### config.mk
export PLATFORM = sky130hd
export DESIGN_NAME = adcseq_top
export DESIGN_NICKNAME = d
export VERILOG_FILES = /design/src/common/adcseq_pkg.sv /design/src/verilog/adcseq_prescaler.sv /design/src/verilog/adcseq_top.sv
export VERILOG_INCLUDE_DIRS = /design/src /design/src/common
export SDC_FILE = /design/constraint.sdc
export NUM_CORES = 1
export LEC_CHECK = 0
export BUFFER_PORTS_ARGS = -buffer_cell sky130_fd_sc_hd__buf_2
export CAP_MARGIN = 20
export CORE_MARGIN = 1.5
export CORE_UTILIZATION = 30
export CTS_BUF_LIST = sky130_fd_sc_hd__clkbuf_16
export DETAILED_ROUTE_END_ITERATION = 8
export PLACE_DENSITY_LB_ADDON = 0.08
export SETUP_SLACK_MARGIN = 0.2
export SLEW_MARGIN = 25
export SYNTH_ARGS = -nofsm -noshare
export SYNTH_HDL_FRONTEND = slang
export SYNTH_HIERARCHICAL = 1
export SYNTH_SLANG_ARGS = --single-unit
### constraint.sdc
create_clock -name REF_CLK_I -period 3.92 [get_ports REF_CLK_I]
set_input_delay 0.196 -clock REF_CLK_I [delete_from_list [all_inputs] [get_ports REF_CLK_I]]
set_output_delay 0.196 -clock REF_CLK_I [all_outputs]
set_load 0.02 [all_outputs]
### src/common/adcseq_map.svh
// register map, field positions, reset values and cycle counts of the conversion sequencer
`ifndef ADCSEQ_MAP_SVH
`define ADCSEQ_MAP_SVH
// ==========================================================
// register byte offsets
`define ADCSEQ_OFF_CTRL_A 8'h00
`define ADCSEQ_OFF_CTRL_B 8'h04
`define ADCSEQ_OFF_SEL 8'h08
`define ADCSEQ_OFF_RES_LO 8'h0c
`define ADCSEQ_OFF_RES_HI 8'h10
// ==========================================================
// converter_control_status_a fields
`define ADCSEQ_A_EN 7
`define ADCSEQ_A_START 6
`define ADCSEQ_A_AUTO 5
`define ADCSEQ_A_FLAG 4
`define ADCSEQ_A_IE 3
`define ADCSEQ_A_DIV_HI 2
`define ADCSEQ_A_DIV_LO 0
// converter_control_status_b fields
`define ADCSEQ_B_SRC_HI 2
`define ADCSEQ_B_SRC_LO 0
// input_reference_select fields
`define ADCSEQ_S_REF_HI 7
`define ADCSEQ_S_REF_LO 6
`define ADCSEQ_S_LADJ 5
`define ADCSEQ_S_CH_HI 4
`define ADCSEQ_S_CH_LO 0
`define ADCSEQ_S_DIFF 4
// ==========================================================
// reset values
`define ADCSEQ_RST_SEL 8'h00
`define ADCSEQ_RST_DIV 3'h0
`define ADCSEQ_RST_SRC 3'h0
// trigger source that means restart on own completion
`define ADCSEQ_SRC_FREE 3'h0
// ==========================================================
// conversion lengths and sample points, in conversion clock cycles
`define ADCSEQ_LEN_NORM 5'd13
`define ADCSEQ_LEN_FIRST 5'd25
`define ADCSEQ_LEN_DIFF_HI 5'd14
`define ADCSEQ_SMP_NORM 5'd1
`define ADCSEQ_SMP_FIRST 5'd13
`define ADCSEQ_SMP_AUTO 5'd2
`define ADCSEQ_SMP_DIFF_HI 5'd2
// cpu cycles of trigger synchronisation, minus one
`define ADCSEQ_SYNC_LAST 5'd2
`endif

### src/common/adcseq_pkg.sv
// types shared by the conversion sequencer
`default_nettype none
package adcseq_pkg;
  // ==========================================================
  // sequencer states, one-hot
  typedef enum logic [3:0] {
    ADCSEQ_IDLE = 4'b0001,
    ADCSEQ_WAIT = 4'b0010,
    ADCSEQ_SYNC = 4'b0100,
    ADCSEQ_CONV = 4'b1000
  } adcseq_state_t;
endpackage : adcseq_pkg
`default_nettype wire

### src/verilog/adcseq_prescaler.sv
// conversion clock prescaler: rising-edge tick and half-rate clock level
`default_nettype none
module adcseq_prescaler #(
  parameter int CNT_W = 7
) (
  input wire logic clk_i,
  input wire logic rst_n_i,
  input wire logic en_i,
  input wire logic clr_i,
  input wire logic [2:0] div_sel_i,
  output logic tick_o,
  output logic half_clk_o
);
  // ==========================================================
  // divide ratio: selects 0 and 1 both divide by two
  logic [CNT_W-1:0] cnt_r;
  logic [CNT_W:0] pow_w;
  logic [CNT_W-1:0] limit_w;
  assign pow_w = (CNT_W+1)'(1) << div_sel_i;
  assign limit_w = (div_sel_i == 3'h0) ? CNT_W'(1) : CNT_W'(pow_w - (CNT_W+1)'(1));
  wire hold_w = ~en_i | clr_i;
  // at or past the limit: a smaller divider written mid-count must not
  // leave the counter above its new limit for a full roll-over
  wire wrap_w = (cnt_r >= limit_w);
  // ==========================================================
  // counter held at zero while off or cleared by a trigger
  always_ff @(posedge clk_i) begin
    if (!rst_n_i || hold_w) begin
      cnt_r <= '0;
      tick_o <= 1'b0;
      half_clk_o <= 1'b0;
    end else begin
      cnt_r <= wrap_w ? '0 : cnt_r + CNT_W'(1);
      tick_o <= wrap_w;
      // half-rate clock flips at each conversion clock rise
      half_clk_o <= wrap_w ? ~half_clk_o : half_clk_o;
    end
  end
endmodule : adcseq_prescaler
`default_nettype wire

### src/verilog/adcseq_top.sv
// conversion sequencer for a 10-bit successive approximation converter, APB slave
//
// Added by the designer: the APB register port and the placing of the registers.
`default_nettype none
`include "adcseq_map.svh"
module adcseq_top
  import adcseq_pkg::*;
#(
  parameter int PRESC_W = 7,
  parameter int TRIG_N = 8
) (
  input wire logic REF_CLK_I,
  input wire logic RESET_N_I,
  // apb slave
  input wire logic PSEL_I,
  input wire logic PENABLE_I,
  input wire logic PWRITE_I,
  input wire logic [7:0] PADDR_I,
  input wire logic [31:0] PWDATA_I,
  output logic [31:0] PRDATA_O,
  output logic PREADY_O,
  output logic PSLVERR_O,
  // trigger sources from on-chip logic, same clock
  input wire logic [TRIG_N-1:0] TRIG_I,
  // converter side
  input wire logic [9:0] CONV_RESULT_I,
  output logic CONV_ENABLE_O,
  output logic [4:0] CONV_CHANNEL_O,
  output logic [1:0] CONV_REFERENCE_O,
  output logic CONV_SAMPLE_O,
  output logic CONV_BUSY_O,
  output logic CONV_DONE_O,
  output logic CONV_IRQ_O
);
  // ==========================================================
  // apb decode
  wire setup_w = PSEL_I & ~PENABLE_I;
  wire acc_w = PSEL_I & PENABLE_I;
  wire hit_a_w = (PADDR_I == `ADCSEQ_OFF_CTRL_A);
  wire hit_b_w = (PADDR_I == `ADCSEQ_OFF_CTRL_B);
  wire hit_s_w = (PADDR_I == `ADCSEQ_OFF_SEL);
  wire hit_l_w = (PADDR_I == `ADCSEQ_OFF_RES_LO);
  wire hit_h_w = (PADDR_I == `ADCSEQ_OFF_RES_HI);
  wire mapped_w = hit_a_w | hit_b_w | hit_s_w | hit_l_w | hit_h_w;
  wire wr_w = acc_w & PWRITE_I;
  wire rd_w = acc_w & ~PWRITE_I;
  wire wr_a_w = wr_w & hit_a_w;
  // zero wait states; unmapped addresses answer with an error
  assign PREADY_O = acc_w;
  assign PSLVERR_O = acc_w & ~mapped_w;

  // ==========================================================
  // software-visible state
  logic en_r; // converter_enable
  logic auto_r; // auto_trigger_enable
  logic flag_r; // conversion_done_flag
  logic ie_r; // interrupt enable
  logic [2:0] div_r; // clock_divider_select
  logic [2:0] src_r; // trigger_source_select
  logic [7:0] sel_r; // input_reference_select as written
  logic [7:0] act_r; // selection seen by the converter
  logic [9:0] res_r; // last stored result
  logic lock_r; // data bytes blocked after low read
  logic first_r; // next conversion is the extended one
  logic [31:0] prdata_r; // read data captured in setup
  // sequencer
  adcseq_state_t state_r;
  adcseq_state_t st_nxt;
  logic [4:0] cnt_r; // cycles counted in current state
  logic [4:0] cnt_nxt;
  logic [4:0] len_r; // length of running conversion
  logic [4:0] len_nxt;
  logic [4:0] smp_r; // sample point of running conversion
  logic [4:0] smp_nxt;
  logic trig_prev_r; // selected trigger one cycle ago
  logic sample_r; // sample strobe to converter
  logic done_r; // completion strobe
  // prescaler outputs
  logic tick_w;
  logic half_w;

  // ==========================================================
  // control decode
  wire en_nxt = wr_a_w ? PWDATA_I[`ADCSEQ_A_EN] : en_r;
  wire en_rise_w = en_nxt & ~en_r;
  wire sw_start_w = wr_a_w & PWDATA_I[`ADCSEQ_A_START] & PWDATA_I[`ADCSEQ_A_EN];
  wire free_w = auto_r & (src_r == `ADCSEQ_SRC_FREE);
  wire diff_w = sel_r[`ADCSEQ_S_DIFF];
  wire idle_w = (state_r == ADCSEQ_IDLE);
  wire conv_w = (state_r == ADCSEQ_CONV);
  wire last_cyc_w = conv_w & (cnt_r == len_r - 5'd1);
  wire done_w = last_cyc_w & tick_w;
  wire start_rd_w = ~idle_w;
  // flag sources set their own flag whatever the interrupt
  // enables; edge detection means a flag left set blocks re-triggering
  wire trig_lvl_w = TRIG_I[src_r];
  // level held across completion gives no edge, so no restart
  wire trig_edge_w = en_r & auto_r & (src_r != `ADCSEQ_SRC_FREE)
                   & trig_lvl_w & ~trig_prev_r;
  wire presc_clr_w = idle_w & trig_edge_w;

  // ==========================================================
  // prescaler
  adcseq_prescaler #(
    .CNT_W(PRESC_W)
  ) u_presc (
    .clk_i(REF_CLK_I),
    .rst_n_i(RESET_N_I),
    .en_i(en_r),
    .clr_i(presc_clr_w),
    .div_sel_i(div_r),
    .tick_o(tick_w),
    .half_clk_o(half_w)
  );

  // ==========================================================
  // next state of the sequencer
  always_comb begin
    st_nxt = state_r;
    cnt_nxt = cnt_r;
    len_nxt = len_r;
    smp_nxt = smp_r;
    unique case (state_r)
      ADCSEQ_IDLE: begin
        if (trig_edge_w) begin
          // trigger wins over a start written the same cycle
          st_nxt = ADCSEQ_SYNC;
          cnt_nxt = 5'd0;
        end else if (sw_start_w) begin
          st_nxt = ADCSEQ_WAIT;
        end
      end
      ADCSEQ_WAIT: begin
        // conversion opens on the next conversion clock rise
        if (tick_w) begin
          st_nxt = ADCSEQ_CONV;
          cnt_nxt = 5'd0;
          if (first_r) begin
            len_nxt = `ADCSEQ_LEN_FIRST;
            smp_nxt = `ADCSEQ_SMP_FIRST;
          end else if (diff_w && half_w) begin
            len_nxt = `ADCSEQ_LEN_DIFF_HI;
            smp_nxt = `ADCSEQ_SMP_DIFF_HI;
          end else begin
            len_nxt = `ADCSEQ_LEN_NORM;
            smp_nxt = `ADCSEQ_SMP_NORM;
          end
        end
      end
      ADCSEQ_SYNC: begin
        // three cpu cycles between trigger edge and conversion
        if (cnt_r == `ADCSEQ_SYNC_LAST) begin
          st_nxt = ADCSEQ_CONV;
          cnt_nxt = 5'd0;
          len_nxt = first_r ? `ADCSEQ_LEN_FIRST : `ADCSEQ_LEN_NORM;
          smp_nxt = first_r ? `ADCSEQ_SMP_FIRST : `ADCSEQ_SMP_AUTO;
        end else begin
          cnt_nxt = cnt_r + 5'd1;
        end
      end
      ADCSEQ_CONV: begin
        if (done_w) begin
          cnt_nxt = 5'd0;
          if (free_w) begin
            // half-rate clock is high here, so differential takes 14
            len_nxt = diff_w ? `ADCSEQ_LEN_DIFF_HI : `ADCSEQ_LEN_NORM;
            smp_nxt = diff_w ? `ADCSEQ_SMP_DIFF_HI : `ADCSEQ_SMP_NORM;
          end else begin
            st_nxt = ADCSEQ_IDLE;
          end
        end else if (tick_w) begin
          cnt_nxt = cnt_r + 5'd1;
        end
      end
      default: begin
        st_nxt = ADCSEQ_IDLE;
        cnt_nxt = 5'd0;
      end
    endcase
    // switching off abandons any conversion or request
    if (!en_nxt) begin
      st_nxt = ADCSEQ_IDLE;
    end
  end

  // ==========================================================
  // sequencer registers
  always_ff @(posedge REF_CLK_I) begin
    if (!RESET_N_I) begin
      state_r <= ADCSEQ_IDLE;
      cnt_r <= 5'd0;
      len_r <= `ADCSEQ_LEN_NORM;
      smp_r <= `ADCSEQ_SMP_NORM;
      trig_prev_r <= 1'b0;
    end else begin
      state_r <= st_nxt;
      cnt_r <= cnt_nxt;
      len_r <= len_nxt;
      smp_r <= smp_nxt;
      trig_prev_r <= trig_lvl_w;
    end
  end

  // ==========================================================
  // strobes to the converter
  always_ff @(posedge REF_CLK_I) begin
    if (!RESET_N_I) begin
      sample_r <= 1'b0;
      done_r <= 1'b0;
    end else begin
      // sample point rounded to the conversion clock rise
      sample_r <= conv_w & tick_w & (cnt_r == smp_r);
      done_r <= done_w;
    end
  end

  // ==========================================================
  // control registers written over apb
  always_ff @(posedge REF_CLK_I) begin
    if (!RESET_N_I) begin
      en_r <= 1'b0;
      auto_r <= 1'b0;
      ie_r <= 1'b0;
      div_r <= `ADCSEQ_RST_DIV;
      src_r <= `ADCSEQ_RST_SRC;
      sel_r <= `ADCSEQ_RST_SEL;
    end else begin
      if (wr_a_w) begin
        en_r <= PWDATA_I[`ADCSEQ_A_EN];
        auto_r <= PWDATA_I[`ADCSEQ_A_AUTO];
        ie_r <= PWDATA_I[`ADCSEQ_A_IE];
        div_r <= PWDATA_I[`ADCSEQ_A_DIV_HI:`ADCSEQ_A_DIV_LO];
      end
      if (wr_w && hit_b_w) begin
        src_r <= PWDATA_I[`ADCSEQ_B_SRC_HI:`ADCSEQ_B_SRC_LO];
      end
      if (wr_w && hit_s_w) begin
        sel_r <= PWDATA_I[7:0];
      end
    end
  end

  // ==========================================================
  // done flag: hardware set beats a write-one clear in the same cycle
  wire flag_clr_w = wr_a_w & PWDATA_I[`ADCSEQ_A_FLAG];
  // the extended conversion follows each switch-on
  always_ff @(posedge REF_CLK_I) begin
    if (!RESET_N_I) begin
      flag_r <= 1'b0;
      first_r <= 1'b0;
    end else begin
      flag_r <= done_w | (flag_r & ~flag_clr_w);
      if (en_rise_w) begin
        first_r <= 1'b1;
      end else if (done_w) begin
        first_r <= 1'b0;
      end
    end
  end

  // ==========================================================
  // selection seen by the converter follows writes except
  // from a conversion start up to its last cycle
  wire act_upd_w = ~conv_w | last_cyc_w;
  always_ff @(posedge REF_CLK_I) begin
    if (!RESET_N_I) begin
      act_r <= `ADCSEQ_RST_SEL;
    end else if (act_upd_w) begin
      act_r <= sel_r;
    end
  end

  // ==========================================================
  // result store and read lock
  wire rd_lo_w = rd_w & hit_l_w;
  wire rd_hi_w = rd_w & hit_h_w;
  // a low read in the completion cycle already counts as locked
  wire store_w = done_w & ~lock_r & ~rd_lo_w;
  always_ff @(posedge REF_CLK_I) begin
    if (!RESET_N_I) begin
      res_r <= 10'h000;
      lock_r <= 1'b0;
    end else begin
      if (store_w) begin
        res_r <= CONV_RESULT_I;
      end
      if (rd_lo_w) begin
        lock_r <= 1'b1;
      end else if (rd_hi_w) begin
        lock_r <= 1'b0;
      end
    end
  end

  // ==========================================================
  // read data: result bytes follow the adjust bit at read time
  wire ladj_w = sel_r[`ADCSEQ_S_LADJ];
  wire [7:0] res_lo_w = ladj_w ? {res_r[1:0], 6'h00} : res_r[7:0];
  wire [7:0] res_hi_w = ladj_w ? res_r[9:2] : {6'h00, res_r[9:8]};
  wire [7:0] ctrl_a_w = {en_r, start_rd_w, auto_r, flag_r, ie_r, div_r};
  wire [7:0] rd_byte_w = hit_a_w ? ctrl_a_w :
                         hit_b_w ? {5'h00, src_r} :
                         hit_s_w ? sel_r :
                         hit_l_w ? res_lo_w :
                         hit_h_w ? res_hi_w : 8'h00;
  // captured in setup so the data output comes from a flop
  always_ff @(posedge REF_CLK_I) begin
    if (!RESET_N_I) begin
      prdata_r <= 32'h0000_0000;
    end else if (setup_w) begin
      prdata_r <= {24'h00_0000, rd_byte_w};
    end
  end
  assign PRDATA_O = prdata_r;

  // ==========================================================
  // converter outputs: selections held off while disabled
  assign CONV_ENABLE_O = en_r;
  assign CONV_CHANNEL_O = en_r ? act_r[`ADCSEQ_S_CH_HI:`ADCSEQ_S_CH_LO] : 5'h00;
  assign CONV_REFERENCE_O = en_r ? act_r[`ADCSEQ_S_REF_HI:`ADCSEQ_S_REF_LO] : 2'h0;
  assign CONV_SAMPLE_O = sample_r;
  assign CONV_BUSY_O = conv_w;
  assign CONV_DONE_O = done_r;
  // request raised even when the result was dropped by the lock
  assign CONV_IRQ_O = flag_r & ie_r;
endmodule : adcseq_top
`default_nettype wire

==> metrics.csv <==
metric;value;unit
area leader, netlist;dfxtp_1;
WP data required;4150;ps
CP arrival;2930;ps
area added between synthesis and finish;15.4;%
Post-synth top flop;dfxtp_1;
setup bufs post-CTS;0;
Post-CTS Hold Fix Bufs;0;
Antenna diodes;0;
DRT antenna net count;0;
Worst slew margin;43.6;%
via count;3421;
total power;1650;uW
CTS tree;built;
pin count of the biggest net entering global routing;37;
worst-path maximum fanout;8;
register area;1440;um2
fmax;370;MHz
Setup crit end kind;flop;
DP Wirelength;7880;um
YS warnings;6;
fin area;4630;um2
Port Buffers;60;
Setup CP Type;reg -> reg;
Post-Syn Area;4010;um2
dominant cell by count in the synthesized netlist;dfxtp_1;
Peak supply drop;0.151;mV
PwrDens;356;nW/um2
1st-pass router iterations;4;
endpoints failing hold;0;
status;finished clean;
CTS Buf Count;9;
worst skew pair latency;340;ps
Post-synth EDFFs;0;
multi-input logic area;2280;um2
Die X;119;um
final non-filler cell total;711;
share of cells above drive strength 1;20.0;%
fin crit period;2700;ps
Die Ht;119;um
CTS H-Tree Depth;3;
CTS Buffer Depth;2;
Seq/Total Area, Yosys;35.9;%
Layout Skew;8.29;ps
Placed Area;4340;um2
DRC viols;0;
post-synth cell types;64;
Die Area;14100;um2
RSZ-0062 raised after global routing;no;
setup TNS;0;ps
Total Wirelength;10600;um
vias per cell;4.81;
per-cell routed wire length;14.9;um
Leak;0.00184;uW
CTS-repair resized insts;0;
vias in the first global route;3264;
Synth async-reset ratio;0;%
Mapped Cells;480;
top cells by count, synth;72 x dfxtp_1, 58 x nand2_1, 38 x nor2_1;
gr usage total;15.7;%
hold_ws;97.2;ps
Worst R2R Setup Slack;1220;ps
Pins Over Slew Limit;0;
Max Cap Viol;0;
CTS clock-pin slew for the worst setup and hold paths;60;ps
core area;13100;um2
Layout Nets;604;
gr ovfl total;0;
Clock Sink Count;72;
RD Place Congestion;0.758;
final period utilization;69.0;%
DR iter-0 viols;105;
# IOs;109;
Root Driver;clkbuf_16;
Worst Tran Pin Value;844;ps
Yosys reg bits;72;
crit start category;flop;
placed cell count;696;
share of the synthesized area in the top cell type;35.9;%
first-pass GRT wire length;17200;um
ranking of synthesized cells by area;dfxtp_1 36%, mux2i_1 7.2%, nand2_1 5.4%;
Core Rows;42;
Starting Density;30.6;%
Avg Inst Size Synth;8.36;um2
final setup violation count;0;
Fillers;1426;
worst min path class;in -> reg;
initial antenna violation count;0;
==> through the flow <==
stage / worst slack, ps / util (%)
6_report: 1220 / 35.2
5_1_grt: 1020 / 35.2
3_5_place_dp: 1230 / 33.1
4_1_cts: 1210 / 35.2
3_3_place_gp: 1250 / 33.1
2_1_floorplan: 1460 / -
==> layout make-up <==
type | instances | share of cell area [%]
clock inverters | 6 | 1.32
inverters | 18 | 1.46
repair buffers | 64 | 7.13
well taps | 176 | 4.76
clock buffers | 9 | 4.86
multi-input cells | 366 | 49.3
flip-flops and latches | 72 | 31.1
==> path summary, 6_finish.rpt <==
| path | from | to | cells after the start |
|---|---|---|---|
| max | len_r[0]$_SDFFE_PN1P_ | smp_r[0]$_SDFFE_PN1P_ | 8 |
| min | CONV_RESULT_I[7] | res_r[7]$_SDFFE_PN0P_ | 3 |
| max reg2reg | len_r[0]$_SDFFE_PN1P_ | smp_r[0]$_SDFFE_PN1P_ | 8 |
| min reg2reg | PRDATA_O[2]$_SDFFE_PN0P_ | PRDATA_O[2]$_SDFFE_PN0P_ | 2 |
==> cells by family (layout without fill, tap and decap cells) <==
group                    Yosys count  after routing  share of synthesized area, %
AND/OR/NAND/NOR                  190            190                          24.4
AO/OA/AOI/OAI                     90             90                          14.0
flip-flops                        72             72                          35.9
buffers and inverters             65             97                          9.32
multiplexers                      38             38                          10.0
XOR/XNOR                          14             14                          3.05
adder cells (fa/ha/maj)           10             10                          3.12
other                              1             24                        0.0934
==> layer usage <==
| layer | vias up | wire length (um) | GRT usage [%] |
|---|---|---|---|
| met2 | 70 | 4890 | 25.3 |
| met3 | 21 | 341 | 2.90 |
| met5 | - | 0 | 0 |
| li1 | 1734 | - | - |
| met4 | 0 | 310 | 8.51 |
| met1 | 1596 | 5090 | 19.9 |
==> power breakdown <==
part	internal (uW)	leakage [uW]	switching, uW
registers	736	0.000581	2.06
logic	29.1	0.00112	72.6
clock network	485	0.000131	324
total	1250	0.00184	398
==> critical path, cell delays in order, from the launching register on <==
cell and delay, ps:
dfxtp_1 360, inv_1 90, ha_1 200, xor2_1 160, or3_4 400, a311oi_2 290
o21ai_2 180, nor4_4 520, mux2_2 390
==> cell usage in the layout (no fill, tap or decap), types with 2 or more instances in the layout <==
| master | netlist | routed |
|---|---|---|
| dfxtp_1 | 72 | 72 |
| buf_2 | 2 | 60 |
| nand2_1 | 58 | 58 |
| nor2_1 | 38 | 38 |
| a21oi_1 | 32 | 32 |
| mux2i_1 | 29 | 29 |
| o21ai_0 | 29 | 29 |
| nand3_1 | 24 | 24 |
| conb_1 | 1 | 24 |
| inv_1 | 18 | 18 |
| nor3_1 | 11 | 11 |
| ha_1 | 10 | 10 |
| and2_1 | 9 | 9 |
| xor2_1 | 9 | 9 |
| clkbuf_16 | 0 | 9 |
| mux2_2 | 8 | 8 |
| nor2b_1 | 6 | 6 |
| nand2b_1 | 6 | 6 |
| and3_1 | 5 | 5 |
| or4_1 | 5 | 5 |
| xnor2_1 | 5 | 5 |
| a311oi_1 | 4 | 4 |
| buf_4 | 27 | 4 |
| nor2_2 | 4 | 4 |
| nand3b_1 | 3 | 3 |
| nor4_1 | 3 | 3 |
| a32oi_1 | 3 | 3 |
| clkinvlp_4 | 0 | 3 |
| or3_1 | 2 | 2 |
| o21ai_2 | 2 | 2 |
| a41oi_1 | 2 | 2 |
| a32o_1 | 2 | 2 |
| or2_2 | 2 | 2 |
| o32ai_1 | 2 | 2 |
| or3_2 | 2 | 2 |
==> state kept, by name, summed over array words and instances, names as in the netlist, 3 cells and up <==
| name | flops |
|---|---|
| state_r | 4 |
| src_r | 3 |
| div_r | 3 |
| res_r | 10 |
| smp_r | 3 |
| sel_r | 8 |
| cnt_r | 5 |
| u_presc/cnt_r | 7 |
| act_r | 7 |
| len_r | 3 |
| PRDATA_O | 8 |
No activity file was read; power rests on OpenSTA's default activity.
